`config.mk`:
```
export PLATFORM = sky130hd
export DESIGN_NAME = spl_selfprog
export DESIGN_NICKNAME = d
export VERILOG_FILES = /design/src/common/spl_pkg.sv /design/src/common/spl_pbuf_if.sv /design/src/core/spl_pbuf.sv /design/src/core/spl_lockchk.sv /design/src/core/spl_selfprog.sv
export SDC_FILE = /design/constraint.sdc
export NUM_CORES = 2
export LEC_CHECK = 0
export ABC_AREA = 0
export BUFFER_PORTS_ARGS = -buffer_cell sky130_fd_sc_hd__buf_2
export CORE_MARGIN = 2
export CORE_UTILIZATION = 55
export DETAILED_ROUTE_END_ITERATION = 7
export PLACE_DENSITY = 0.78
export SLEW_MARGIN = 30
export SYNTH_ARGS = -nofsm -noshare
export SYNTH_HDL_FRONTEND = slang
export SYNTH_HIERARCHICAL = 1
export SYNTH_SLANG_ARGS = --single-unit
```
`constraint.sdc`:
```
create_clock -name SYS_CLK -period 10.2 [get_ports SYS_CLK]
set_clock_uncertainty 0.1 [all_clocks]
set_input_delay 1.53 -clock SYS_CLK [delete_from_list [all_inputs] [get_ports SYS_CLK]]
set_output_delay 1.53 -clock SYS_CLK [all_outputs]
set_load 0.03 [all_outputs]
```
`src/common/spl_pkg.sv`:
```
// constants, types and address helpers for the self-programming lock block
package spl_pkg;

    // ********************************************************
    // flash geometry
    // ********************************************************
    localparam int          WORD_AW    = 14;
    localparam int          PAGE_WB    = 6;
    localparam int          PAGE_AW    = WORD_AW - PAGE_WB;
    localparam logic [13:0] HALT_START = 14'h3800;
    localparam logic [13:0] LDR_START0 = 14'h3800;
    localparam logic [13:0] LDR_START1 = 14'h3c00;
    localparam logic [13:0] LDR_START2 = 14'h3e00;
    localparam logic [13:0] LDR_START3 = 14'h3f00;
    localparam logic [13:0] APP_RESET  = 14'h0000;

    // ********************************************************
    // control register codes, low five bits
    // ********************************************************
    localparam logic [4:0] CTRL_FILL   = 5'h01;
    localparam logic [4:0] CTRL_ERASE  = 5'h03;
    localparam logic [4:0] CTRL_LOCK   = 5'h09;
    localparam logic [4:0] CTRL_REREAD = 5'h11;

    // ********************************************************
    // lock bits: [5:4] loader, [3:2] application, [1:0] general
    // ********************************************************
    localparam logic [5:0] LOCK_UNPROG = 6'h3f;
    localparam logic [5:0] LOCK_RESET  = 6'h00;
    localparam int         LOCK_LDR    = 4;
    localparam int         LOCK_APP    = 2;

    // ********************************************************
    // timing and erased buffer value
    // ********************************************************
    localparam logic [2:0]  WIN_CYCLES       = 3'h4;
    localparam logic [15:0] ERASE_CYCLES_DEF = 16'h0064;
    localparam logic [15:0] BUF_ERASED       = 16'hffff;

    typedef enum logic [2:0] {
        CMD_NONE,
        CMD_FILL,
        CMD_ERASE,
        CMD_LOCK,
        CMD_REREAD
    } spl_cmd_t;

    function automatic logic [13:0] loader_start(input logic [1:0] cfg);
        case (cfg)
            2'h3:    loader_start = LDR_START3;
            2'h2:    loader_start = LDR_START2;
            2'h1:    loader_start = LDR_START1;
            default: loader_start = LDR_START0;
        endcase
    endfunction

    function automatic logic in_loader(input logic [13:0] a,
                                       input logic [1:0]  cfg);
        in_loader = (a >= loader_start(cfg));
    endfunction

    function automatic logic in_halting(input logic [13:0] a);
        in_halting = (a >= HALT_START);
    endfunction

    function automatic logic [13:0] ptr_word(input logic [15:0] z);
        ptr_word = z[WORD_AW:1];
    endfunction

    function automatic logic [PAGE_AW-1:0] ptr_page(input logic [15:0] z);
        ptr_page = z[WORD_AW:PAGE_WB+1];
    endfunction

    function automatic logic [PAGE_WB-1:0] ptr_wsel(input logic [15:0] z);
        ptr_wsel = z[PAGE_WB:1];
    endfunction

endpackage

```
`src/common/spl_pbuf_if.sv`:
```
// carrier between the sequencer and the temporary page buffer
`timescale 1ns/100ps
interface spl_pbuf_if #(parameter int DEPTH_W = 6);
    logic               wr;
    logic               clr;
    logic [DEPTH_W-1:0] widx;
    logic [15:0]        wdata;
    logic [DEPTH_W-1:0] ridx;
    logic [15:0]        rdata;
    modport ctl (output wr, clr, widx, wdata, ridx, input rdata);
    modport mem (input wr, clr, widx, wdata, ridx, output rdata);
endinterface

```
`src/core/spl_pbuf.sv`:
```
// temporary page buffer with registered read data
`timescale 1ns/100ps
module spl_pbuf #(
    parameter int DEPTH_W = 6
) (
    input  wire logic SYS_CLK,
    input  wire logic RESET_N,
    spl_pbuf_if.mem   pb
);
    typedef struct packed {
        logic [(1<<DEPTH_W)-1:0][15:0] mem;
        logic [15:0]                   rdata;
    } spl_pbuf_st_t;

    spl_pbuf_st_t s_r;
    spl_pbuf_st_t s_nxt;

    // ********************************************************
    // storage
    // ********************************************************
    // erased content reads as all ones, like blank flash
    always_comb begin
        s_nxt = s_r;
        if (pb.clr) begin
            s_nxt.mem = '1;
        end else if (pb.wr) begin
            s_nxt.mem[pb.widx] = pb.wdata;
        end
        s_nxt.rdata = s_r.mem[pb.ridx];
    end

    always_ff @(posedge SYS_CLK or negedge RESET_N) begin
        if (!RESET_N) begin
            s_r <= '1;
        end else begin
            s_r <= s_nxt;
        end
    end

    assign pb.rdata = s_r.rdata;
endmodule

```
`src/core/spl_lockchk.sv`:
```
// section lock decode: store, load and interrupt gating
`timescale 1ns/100ps
module spl_lockchk (
    input  wire logic [1:0] app_lock,
    input  wire logic [1:0] ldr_lock,
    input  wire logic       exec_ldr,
    input  wire logic       tgt_ldr,
    input  wire logic       ivec_ldr,
    output logic            store_block,
    output logic            load_block,
    output logic            irq_mask
);
    // bit0 zero means mode 2 or 3, bit1 zero means mode 3 or 4;
    // both ones is mode 1 and leaves the section open
    assign store_block = tgt_ldr ? !ldr_lock[0] : !app_lock[0];
    assign load_block  = (!tgt_ldr && exec_ldr && !app_lock[1])
                      || (tgt_ldr && !exec_ldr && !ldr_lock[1]);
    assign irq_mask    = (!app_lock[1] && ivec_ldr && !exec_ldr)
                      || (!ldr_lock[1] && !ivec_ldr && exec_ldr);
endmodule

```
`src/core/spl_selfprog.sv`:
```
// self-programming sequencer: section locks, page buffer fill, page erase
`timescale 1ns/100ps

// Behaviour
// lock bits only get programmed; chip erase alone returns them to ones.
// general lock bits never block store or load accesses.
// stored one means unprogrammed, zero means programmed.
// lock field 11 leaves the section unrestricted.
// application field 10 or 00 refuses stores to the application section.
// application field 00 or 01 refuses loader-run loads of application.
// those application modes mask interrupts in application when vectors sit in loader.
// loader field 10 or 00 refuses stores to the loader section.
// loader field 00 or 01 refuses application-run loads of loader.
// those loader modes mask interrupts in loader when vectors sit in application.
// reset vector is zero with fuse one, loader start with fuse zero.
// no instruction path can alter fuses.
// pointer is high byte over low byte, sixteen bits.
// pointer low bits pick word in page, high bits pick page.
// erase page is latched at start; pointer changes do not matter.
// lock-setting store ignores the pointer completely.
// loads are bytewise; pointer bit 0 picks low or high byte.
// buffer fills one word per store, before or after an erase.
// buffer words may be written at any position in any order.
// software erases a page first and uses one page address throughout.
// erase code then a store within four cycles erases; data ignored.
// concurrent-region erase keeps fetching; halting-region erase stalls the CPU.
// busy flag reads one while concurrent region is blocked.
// enable bit opens a four-cycle store window, then clears itself.
// refused store changes nothing and has no side effect.
// section membership uses boot size boundary for executing and target addresses.
module spl_selfprog #(
    parameter logic [15:0] ERASE_CYCLES = spl_pkg::ERASE_CYCLES_DEF
) (
    input  wire logic        SYS_CLK,
    input  wire logic        RESET_N,
    input  wire logic        CTRL_WR,
    input  wire logic [7:0]  CTRL_DATA,
    input  wire logic        STORE_REQ,
    input  wire logic        LOAD_REQ,
    input  wire logic [7:0]  PTR_HIGH,
    input  wire logic [7:0]  PTR_LOW,
    input  wire logic [7:0]  DATA_HIGH,
    input  wire logic [7:0]  DATA_LOW,
    input  wire logic [13:0] EXEC_ADDR,
    input  wire logic        IVEC_IN_LOADER,
    input  wire logic [1:0]  BOOT_SIZE_CFG,
    input  wire logic        BOOT_VECTOR_FUSE,
    input  wire logic [5:0]  LOCK_NV_IN,
    input  wire logic        EXT_LOCK_WR,
    input  wire logic [5:0]  EXT_LOCK_DATA,
    input  wire logic        CHIP_ERASE,
    input  wire logic [5:0]  BUF_RD_IDX,
    output logic [13:0]      RESET_VECTOR,
    output logic             SELFPROG_EN,
    output logic             REGION_BUSY,
    output logic             CPU_HALT,
    output logic             ERASE_ACTIVE,
    output logic [7:0]       ERASE_PAGE,
    output logic             STORE_DONE,
    output logic             STORE_REFUSED,
    output logic             LOAD_GRANT,
    output logic             LOAD_REFUSED,
    output logic             LOAD_BYTE_HI,
    output logic [13:0]      LOAD_WORD_ADDR,
    output logic             IRQ_MASK,
    output logic [5:0]       LOCK_BITS,
    output logic [15:0]      BUF_RD_DATA
);

    // ********************************************************
    // state
    // ********************************************************
    typedef struct packed {
        logic                          init;
        spl_pkg::spl_cmd_t             cmd;
        logic [2:0]                    win;
        logic                          en;
        logic                          ers;
        logic [spl_pkg::PAGE_AW-1:0]   page;
        logic [15:0]                   ecnt;
        logic                          halt;
        logic                          busy;
        logic [5:0]                    lock;
        logic                          st_done;
        logic                          st_ref;
        logic                          ld_ok;
        logic                          ld_ref;
        logic                          ld_hi;
        logic [13:0]                   ld_addr;
        logic                          irq_m;
        logic [13:0]                   rvec;
        logic [15:0]                   bufq;
    } spl_state_t;

    spl_state_t st_r;
    spl_state_t st_nxt;

    logic [15:0] zptr;
    logic [13:0] tgt_word;
    logic        tgt_ldr;
    logic        exec_ldr;
    logic        store_block;
    logic        load_block;
    logic        irq_mask;
    logic        store_ok;
    logic        fill_go;
    logic        reread_go;
    logic        tgt_halt;

    spl_pbuf_if #(.DEPTH_W(spl_pkg::PAGE_WB)) pb ();

    // ********************************************************
    // address decode
    // ********************************************************
    assign zptr     = {PTR_HIGH, PTR_LOW};
    assign tgt_word = spl_pkg::ptr_word(zptr);
    assign tgt_ldr  = spl_pkg::in_loader(tgt_word, BOOT_SIZE_CFG);
    assign exec_ldr = spl_pkg::in_loader(EXEC_ADDR, BOOT_SIZE_CFG);
    assign tgt_halt = spl_pkg::in_halting(tgt_word);

    // general lock bits [1:0] are held but never enter this check
    spl_lockchk u_lockchk (
        .app_lock    (st_r.lock[spl_pkg::LOCK_APP +: 2]),
        .ldr_lock    (st_r.lock[spl_pkg::LOCK_LDR +: 2]),
        .exec_ldr    (exec_ldr),
        .tgt_ldr     (tgt_ldr),
        .ivec_ldr    (IVEC_IN_LOADER),
        .store_block (store_block),
        .load_block  (load_block),
        .irq_mask    (irq_mask)
    );

    // ********************************************************
    // store acceptance
    // ********************************************************
    // stores only run from the loader, inside the window, not while erasing
    assign store_ok = STORE_REQ && (st_r.win != 3'h0) && !st_r.ers
                   && exec_ldr
                   && !(st_r.cmd == spl_pkg::CMD_ERASE && store_block);
    assign fill_go   = store_ok && (st_r.cmd == spl_pkg::CMD_FILL);
    assign reread_go = store_ok && (st_r.cmd == spl_pkg::CMD_REREAD);

    assign pb.wr    = fill_go;
    assign pb.clr   = reread_go;
    assign pb.widx  = spl_pkg::ptr_wsel(zptr);
    assign pb.wdata = {DATA_HIGH, DATA_LOW};
    assign pb.ridx  = BUF_RD_IDX;

    spl_pbuf #(.DEPTH_W(spl_pkg::PAGE_WB)) u_pbuf (
        .SYS_CLK (SYS_CLK),
        .RESET_N (RESET_N),
        .pb      (pb)
    );

    // ********************************************************
    // next state
    // ********************************************************
    always_comb begin
        st_nxt         = st_r;
        st_nxt.st_done = 1'b0;
        st_nxt.st_ref  = 1'b0;
        st_nxt.ld_ok   = 1'b0;
        st_nxt.ld_ref  = 1'b0;

        // window runs down every cycle; empty window drops the command unless an erase runs
        if (st_r.win != 3'h0) begin
            st_nxt.win = st_r.win - 3'h1;
        end
        if (st_nxt.win == 3'h0 && !st_r.ers) begin
            st_nxt.cmd = spl_pkg::CMD_NONE;
        end

        // erase runs to its end; busy flag outlives it until reread
        if (st_r.ers) begin
            if (st_r.ecnt == 16'h0000) begin
                st_nxt.ers  = 1'b0;
                st_nxt.halt = 1'b0;
                st_nxt.cmd  = spl_pkg::CMD_NONE;
            end else begin
                st_nxt.ecnt = st_r.ecnt - 16'h0001;
            end
        end

        if (STORE_REQ) begin
            st_nxt.st_ref  = !store_ok;
            st_nxt.st_done = store_ok;
        end

        if (store_ok) begin
            st_nxt.win = 3'h0;
            st_nxt.cmd = spl_pkg::CMD_NONE;
            case (st_r.cmd)
                spl_pkg::CMD_ERASE: begin
                    // only page bits are taken; data and word bits ignored
                    st_nxt.cmd  = spl_pkg::CMD_ERASE;
                    st_nxt.ers  = 1'b1;
                    st_nxt.page = spl_pkg::ptr_page(zptr);
                    st_nxt.ecnt = ERASE_CYCLES - 16'h0001;
                    if (tgt_halt) begin
                        st_nxt.halt = 1'b1;
                    end else begin
                        st_nxt.busy = 1'b1;
                    end
                end
                spl_pkg::CMD_LOCK: begin
                    // pointer plays no part here
                    st_nxt.lock = st_r.lock & DATA_LOW[5:0];
                end
                spl_pkg::CMD_REREAD: begin
                    st_nxt.busy = 1'b0;
                end
                default: begin
                end
            endcase
        end

        // a valid code arms a fresh window unless an erase runs; anything else is ignored
        if (CTRL_WR && !st_r.ers) begin
            case (CTRL_DATA[4:0])
                spl_pkg::CTRL_FILL: begin
                    st_nxt.cmd = spl_pkg::CMD_FILL;
                    st_nxt.win = spl_pkg::WIN_CYCLES;
                end
                spl_pkg::CTRL_ERASE: begin
                    st_nxt.cmd = spl_pkg::CMD_ERASE;
                    st_nxt.win = spl_pkg::WIN_CYCLES;
                end
                spl_pkg::CTRL_LOCK: begin
                    st_nxt.cmd = spl_pkg::CMD_LOCK;
                    st_nxt.win = spl_pkg::WIN_CYCLES;
                end
                spl_pkg::CTRL_REREAD: begin
                    st_nxt.cmd = spl_pkg::CMD_REREAD;
                    st_nxt.win = spl_pkg::WIN_CYCLES;
                end
                default: begin
                end
            endcase
        end
        st_nxt.en = (st_nxt.win != 3'h0) || st_nxt.ers;

        // nonvolatile locks arrive once after reset; ones never come back
        // except through chip erase
        if (!st_r.init) begin
            st_nxt.init = 1'b1;
            st_nxt.lock = LOCK_NV_IN;
        end else if (CHIP_ERASE) begin
            st_nxt.lock = spl_pkg::LOCK_UNPROG;
        end else if (EXT_LOCK_WR) begin
            st_nxt.lock = st_nxt.lock & EXT_LOCK_DATA;
        end

        if (LOAD_REQ) begin
            st_nxt.ld_addr = tgt_word;
            st_nxt.ld_hi   = PTR_LOW[0];
            st_nxt.ld_ok   = !load_block;
            st_nxt.ld_ref  = load_block;
        end

        st_nxt.irq_m = irq_mask;
        // fuses are inputs only; nothing here writes them
        st_nxt.rvec  = BOOT_VECTOR_FUSE ? spl_pkg::APP_RESET
                     : spl_pkg::loader_start(BOOT_SIZE_CFG);
        st_nxt.bufq  = pb.rdata;
    end

    // most restrictive locks until the stored ones are read in
    always_ff @(posedge SYS_CLK or negedge RESET_N) begin
        if (!RESET_N) begin
            st_r      <= '0;
            st_r.cmd  <= spl_pkg::CMD_NONE;
            st_r.lock <= spl_pkg::LOCK_RESET;
            st_r.bufq <= spl_pkg::BUF_ERASED;
        end else begin
            st_r <= st_nxt;
        end
    end

    // ********************************************************
    // outputs
    // ********************************************************
    assign RESET_VECTOR   = st_r.rvec;
    assign SELFPROG_EN    = st_r.en;
    assign REGION_BUSY    = st_r.busy;
    assign CPU_HALT       = st_r.halt;
    assign ERASE_ACTIVE   = st_r.ers;
    assign ERASE_PAGE     = st_r.page;
    assign STORE_DONE     = st_r.st_done;
    assign STORE_REFUSED  = st_r.st_ref;
    assign LOAD_GRANT     = st_r.ld_ok;
    assign LOAD_REFUSED   = st_r.ld_ref;
    assign LOAD_BYTE_HI   = st_r.ld_hi;
    assign LOAD_WORD_ADDR = st_r.ld_addr;
    assign IRQ_MASK       = st_r.irq_m;
    assign LOCK_BITS      = st_r.lock;
    assign BUF_RD_DATA    = st_r.bufq;
endmodule

```
# Word level (Yosys, flattened, before mapping)
# Cells that the tools add are included.
# word_totals
regBits,1131
inputBits,83
output_inout_bits,68
wordCells,180
# classes
addsub,2
magnitude_cmp,6
eq_ne,12
n_mux,34
bitwise_logic,2
reduce_logical,40
# op_table
op,n
1024-bit two-way mux,2
1024-bit bitwise mux,1
16-bit binary-select mux with 6-bit select,1
16-bit demux with 6-bit select,1
16-bit two-way mux,3
6-bit two-way mux,6
17-bit two-way mux,2
33-bit two-way mux,1
11-bit case mux with 3 select lines,1
14-bit greater-or-equal comparator,2
26-bit two-way mux,1
6-bit case mux with 4 select lines,1
1-bit logical AND,18
16-bit zero test,1
16-bit by 1-bit subtractor with 16-bit output (second input constant),1
14-bit greater-or-equal comparator (second input constant),1
6-bit by 7-bit less-than comparator with 1-bit output (second input constant),2
14-bit two-way mux,1
6-bit bitwise AND,2
3-bit two-way mux,4
1-bit zero test,11
3-bit by 2-bit == test with 1-bit output (second input constant),2
6-bit by 1-bit greater-or-equal comparator with 1-bit output (second input constant),1
1-bit two-way mux,6
other kinds (18),24

# Longest topological paths before layout
# depth
ltp_word,12
mapped_depth,13

# By module
# The synthesis kept the hierarchy.
# modules_own_cells
module,n_inst,cells_each,area_per_inst_um2,seq_area_each_um2
spl_pbuf,1,4756,52125.0,27326.2
spl_selfprog,1,369,4043.9,2047.0
spl_lockchk,1,7,57.6,0.0

# Worst setup path before layout
# OpenSTA, ideal clock, no wires.
# synth_timing
path_kind,input-to-reg
start,input BOOT_SIZE_CFG[1]
end,register u_pbuf/s_r[901] (netlist bit)
t_arrival_ps,4941
required_time_ps,10040
path_slack_ps,5098
cell_stages,12
path_buffers,3
cell_sequence,nor2_1 -> ha_1 -> or4b_1 -> nor4_2 -> o2111ai_1 -> clkbuf_1 -> nor4_1 -> nand4_1 -> nor2_1 -> buf_2 -> buf_1 -> a211o_1
# synth_between
elab_chain_len,9
elab_cells_between_ends,15
cone_classes,2 x order compare; 3 x eq/ne; 3 x mux; 7 x reduce/logical
# synth_lines
element,line,text
from (decl),spl_selfprog.sv:46,"input wire logic [1:0] BOOT_SIZE_CFG,"
2-bit by 1-bit == test with 1-bit output or 2-bit == test (tied branches),spl_pkg.sv:49,case (cfg)
11-bit case mux with 3 select lines *,spl_pkg.sv:49,
14-bit greater-or-equal comparator,spl_pkg.sv:59,in_loader = (a >= loader_start(cfg));
1-bit two-way mux,spl_lockchk.sv:15,assign store_block = tgt_ldr ? !ldr_lock[0] : !app_lock[0];
1-bit logical AND,spl_selfprog.sv:139,&& !(st_r.cmd == spl_pkg::CMD_ERASE && store_block);
1-bit zero test,spl_selfprog.sv:139,
1-bit logical AND *,spl_selfprog.sv:139,
1-bit logical AND *,spl_selfprog.sv:140,assign fill_go = store_ok && (st_r.cmd == spl_pkg::CMD_FILL);
via fill_go,spl_selfprog.sv:106,logic fill_go;
2-bit nonzero test (no line) *,--,
to (signal assigned),spl_pbuf.sv:36,s_r <= s_nxt;
to (decl),spl_pbuf.sv:15,spl_pbuf_st_t s_r;
# The timed path passes the listed nets; every way through them passes the cells marked *.
# A chain may end at the register's enable or synchronous reset.

# Worst setup path after layout
# layout_timing
start,input BOOT_SIZE_CFG[1]
end,register u_pbuf/s_r[396] (netlist bit)
# The elaborated chain is that of the path after synthesis.

==> summary.txt <==
Status
  – Status: completed

Logic synthesis
  – Post-synthesis mux area share: approximately an eighth
  – Post-Syn Instances: 5132
  – #FFs+latches synth: between 1000 and 1500
  – Post-synthesis compound-gate area fraction: around 8.1%
  – Post-synth top area cell: dfstp_2
  – Synth top cells by count: nand2_1 (1154), dfstp_2 (1056), nand3b_1 (532)
  – Post-Synth Simple-Gate Area: a little over a fifth
  – Mapped Area: roughly 56000 um2
  – Synth Area per Inst: around 11 um2
  – Top cells by area, synth: dfstp_2 (49%), mux4_2 (9.6%), nand2_1 (7.7%)
  – Sequential fraction of the synthesis area: a little over half
  – EDFF count, synth: 0
  – Async SR Flop Fraction: 100%
  – Most common cell in the netlist: nand2_1
  – Main combinational cell family by area after synthesis: simple AND/OR/NAND/NOR gates
  – Adder-Cell Fraction of Synth Area: less than 1%
  – Xor and xnor area share after synthesis: less than 1%
  – Synth Warn #: 6
  – Ys flop type: dfstp_2
  – Top-area cell type share of the netlist area: roughly half
  – Library cells used by synthesis: 71

Clock network
  – Postcts setup bufs: 0
  – CTS tree: built
  – Worst-path clk slew: roughly 60 ps
  – CTS Root Cell: clkbuf_16
  – Hold-fix buffers, CTS: 0
  – CTS-repair resized insts: 0
  – Clock latency on the worst-skew pair: ~720 ps
  – CTS H-tree depth: 3
  – Max Root-Sink Buffers: 3
  – CTS Buf Count: between 100 and 150
  – CTS Sinks: between 1000 and 1500

Timing
  – Final setup fails: 0
  – Relative slew slack: about a quarter
  – Final min period: a little over 6000 ps
  – Final Hold Fails: 0
  – RSZ-0062 raised after global routing: false
  – Slew Viols, Final: 0
  – Setup TNS: 0 ps
  – Measured slew at the worst slew-check pin: between 1000 and 1500 ps
  – Fmax achieved: between 0.15 and 0.2 GHz
  – Final Cycle Share: ~60%

Global routing
  – GRT Overall Usage: around 30%
  – GRT overflow: 0
  – First-pass GRT wire length: around 240000 um
  – Initial antenna violation count: 2
  – Largest net degree at the start of global routing: between 200 and 300
  – Vias in the first global route: 41000

Finish
  – Layout area overhead: 9.08%
  – Final core occ: about three fifths
  – Filler cells: around 7900
  – Ratio of cells with drive above 1 in the final layout: between 30% and 40%
  – Layout Nets: 5061

Power and ir drop
  – P_leak: around 27 nW
  – Peak supply drop: roughly 160 uV
  – Power density over the cells: 154 nW/um2

Critical path
  – Crit-path max cell delay: 1000 ps
  – Crit path cell chain: buf_2 > nor2_1 > ha_1 > or4b_1 > nor4_2 > o2111ai_2 > nor4_4 > nand4_1 > nor2_2 > buf_4 > nor2b_1 > a211o_1
  – Worst Path Max Fanout: 20
  – Critical Path AT: around 6700 ps
  – Critical Path Source Type: input pin
  – Reg2Reg Depth: 10
  – WP data required: around 11000 ps
  – Slowest library cell on the worst path: nand4_1
  – Crit Path Class: in2reg
  – CP endpoint kind: register

Detailed routing
  – 1st-iter DRT viols: roughly 4800
  – Routed WL per cell: 24.1 um
  – Routed Antenna Nets: 0
  – Via density: about 6.3
  – Total wire length: between 150000 and 200000 um
  – Via Count: 40600
  – DRT Pass-1 Iters: 6
  – # DRC: 0

Floorplanning
  – Die area: 105000 um2
  – Initial core utilization: between 50% and 60%
  – Core box area: approximately 100000 um2
  – Number of I/O pins: around 150
  – Die Span X: approximately 320 um
  – Cell row count: roughly 120
  – Die height: roughly 320 um

Placed design
  – RD Place Congestion: about 0.9
  – I/O Buffers: 138
  – Final HPWL DP: between 80000 and 90000 um

Worst hold path
  – Worst Hold Path Cells: 0
  – Hold Path Class: reg2reg

Job
  – MaxCap Viol Count: 0
==> routing by layer <==
| layer | share of wire, % | track usage [%] | up-vias |
|---|---|---|---|
| met5 | 0.015 | 0 | - |
| li1 | - | - | 17400 |
| met1 | 40 | 40.7 | 20900 |
| met3 | 9.5 | 6.77 | 367 |
| met2 | 46 | 44.8 | 1978 |
| met4 | 4.6 | 13.4 | 4 |
==> kinds of logic after synthesis <==
group | after synthesis
mux | 417
other cells | 2
fa+ha+maj | 9
xor+xnor | 14
compound gates | 613
simple gates | 2404
flops | 1121
buf+inv | 552
==> critical path: cells and delay by family <==
family                   cells  cell delay (ps)
adder cells (fa/ha/maj)      1              200
AND/OR/NAND/NOR              7             3820
buffers and inverters        2              510
AO/OA/AOI/OAI                2              660
==> sequential cells by signal, summed over array words and instances (netlist names) <==
signal and cells:
BUF_RD_DATA 16, CPU_HALT 1, ERASE_ACTIVE 1, ERASE_PAGE 8
IRQ_MASK 1, LOAD_BYTE_HI 1, LOAD_GRANT 1, LOAD_REFUSED 1
LOAD_WORD_ADDR 14, LOCK_BITS 6, REGION_BUSY 1, RESET_VECTOR 4
SELFPROG_EN 1, STORE_DONE 1, STORE_REFUSED 1, st_r 23
u_pbuf/pb.rdata 16, u_pbuf/s_r 1024
==> final timing paths <==
path                                           from         endpoint  slack, ps
worst min register to register  u_pbuf/pb.rdata[15]  BUF_RD_DATA[15]        250
worst min-delay path            u_pbuf/pb.rdata[15]  BUF_RD_DATA[15]        250
max in group asynchronous                   RESET_N  u_pbuf/s_r[836]       6950
worst max register to register             st_r[84]  u_pbuf/s_r[396]       5340
min in group asynchronous                   RESET_N         st_r[61]        740
worst max-delay path               BOOT_SIZE_CFG[1]  u_pbuf/s_r[396]       3980
==> final cells by class <==
class                           instances  area [um2]  area share, %
Antenna cell                            1        2.50        0.00408
Timing Repair Buffer                  244        1690           2.76
Clock inverter                         56         773           1.26
Tap cell                             1368        1710           2.79
Clock buffer                          153        3220           5.26
Sequential cell                      1121       29400           47.9
Multi-Input combinational cell       3466       24500           39.9
Inverter                               22        82.6          0.135
==> metrics by stage <==
step           cell area, um2  worst slack [ps]  hold slack, ps  cells  power [W]
2_1_floorplan           56300              5100             339   5139    0.00485
3_3_place_gp            57200              3090             246   6218    0.00505
3_5_place_dp            57300              3430             247   6219    0.00505
4_1_cts                 61300              4100             256   6428    0.00950
5_1_grt                 61300              3930             254   6430    0.00972
6_report                61300              3980             254   6431    0.00945
==> placed cells by master, fill, tap and decap left out, types with 15 or more instances in the layout <==
cell and n:
a211o_1 290, a21oi_1 165, a22oi_1 23, buf_2 134
buf_4 94, bufinv_16 17, clkbuf_1 20, clkbuf_16 117
clkbuf_8 16, clkinv_2 26, dfrtp_1 65, dfstp_2 1056
inv_1 22, mux2_2 119, mux2i_1 50, mux4_2 240
nand2_1 1154, nand3_1 25, nand3b_1 532, nor2_1 246
nor2_2 26, nor2b_1 300, nor3_1 30, o21ai_0 15
o22ai_1 21, or2_2 19
==> report_power, final <==
group	switching [W]	internal, W	total [W]
clock	0.00180	0.00264	0.00445
sequential	0.00000930	0.00450	0.00451
combinational	0.000376	0.000115	0.000492
total	0.00219	0.00726	0.00945
(Power assumes the default switching activity.)
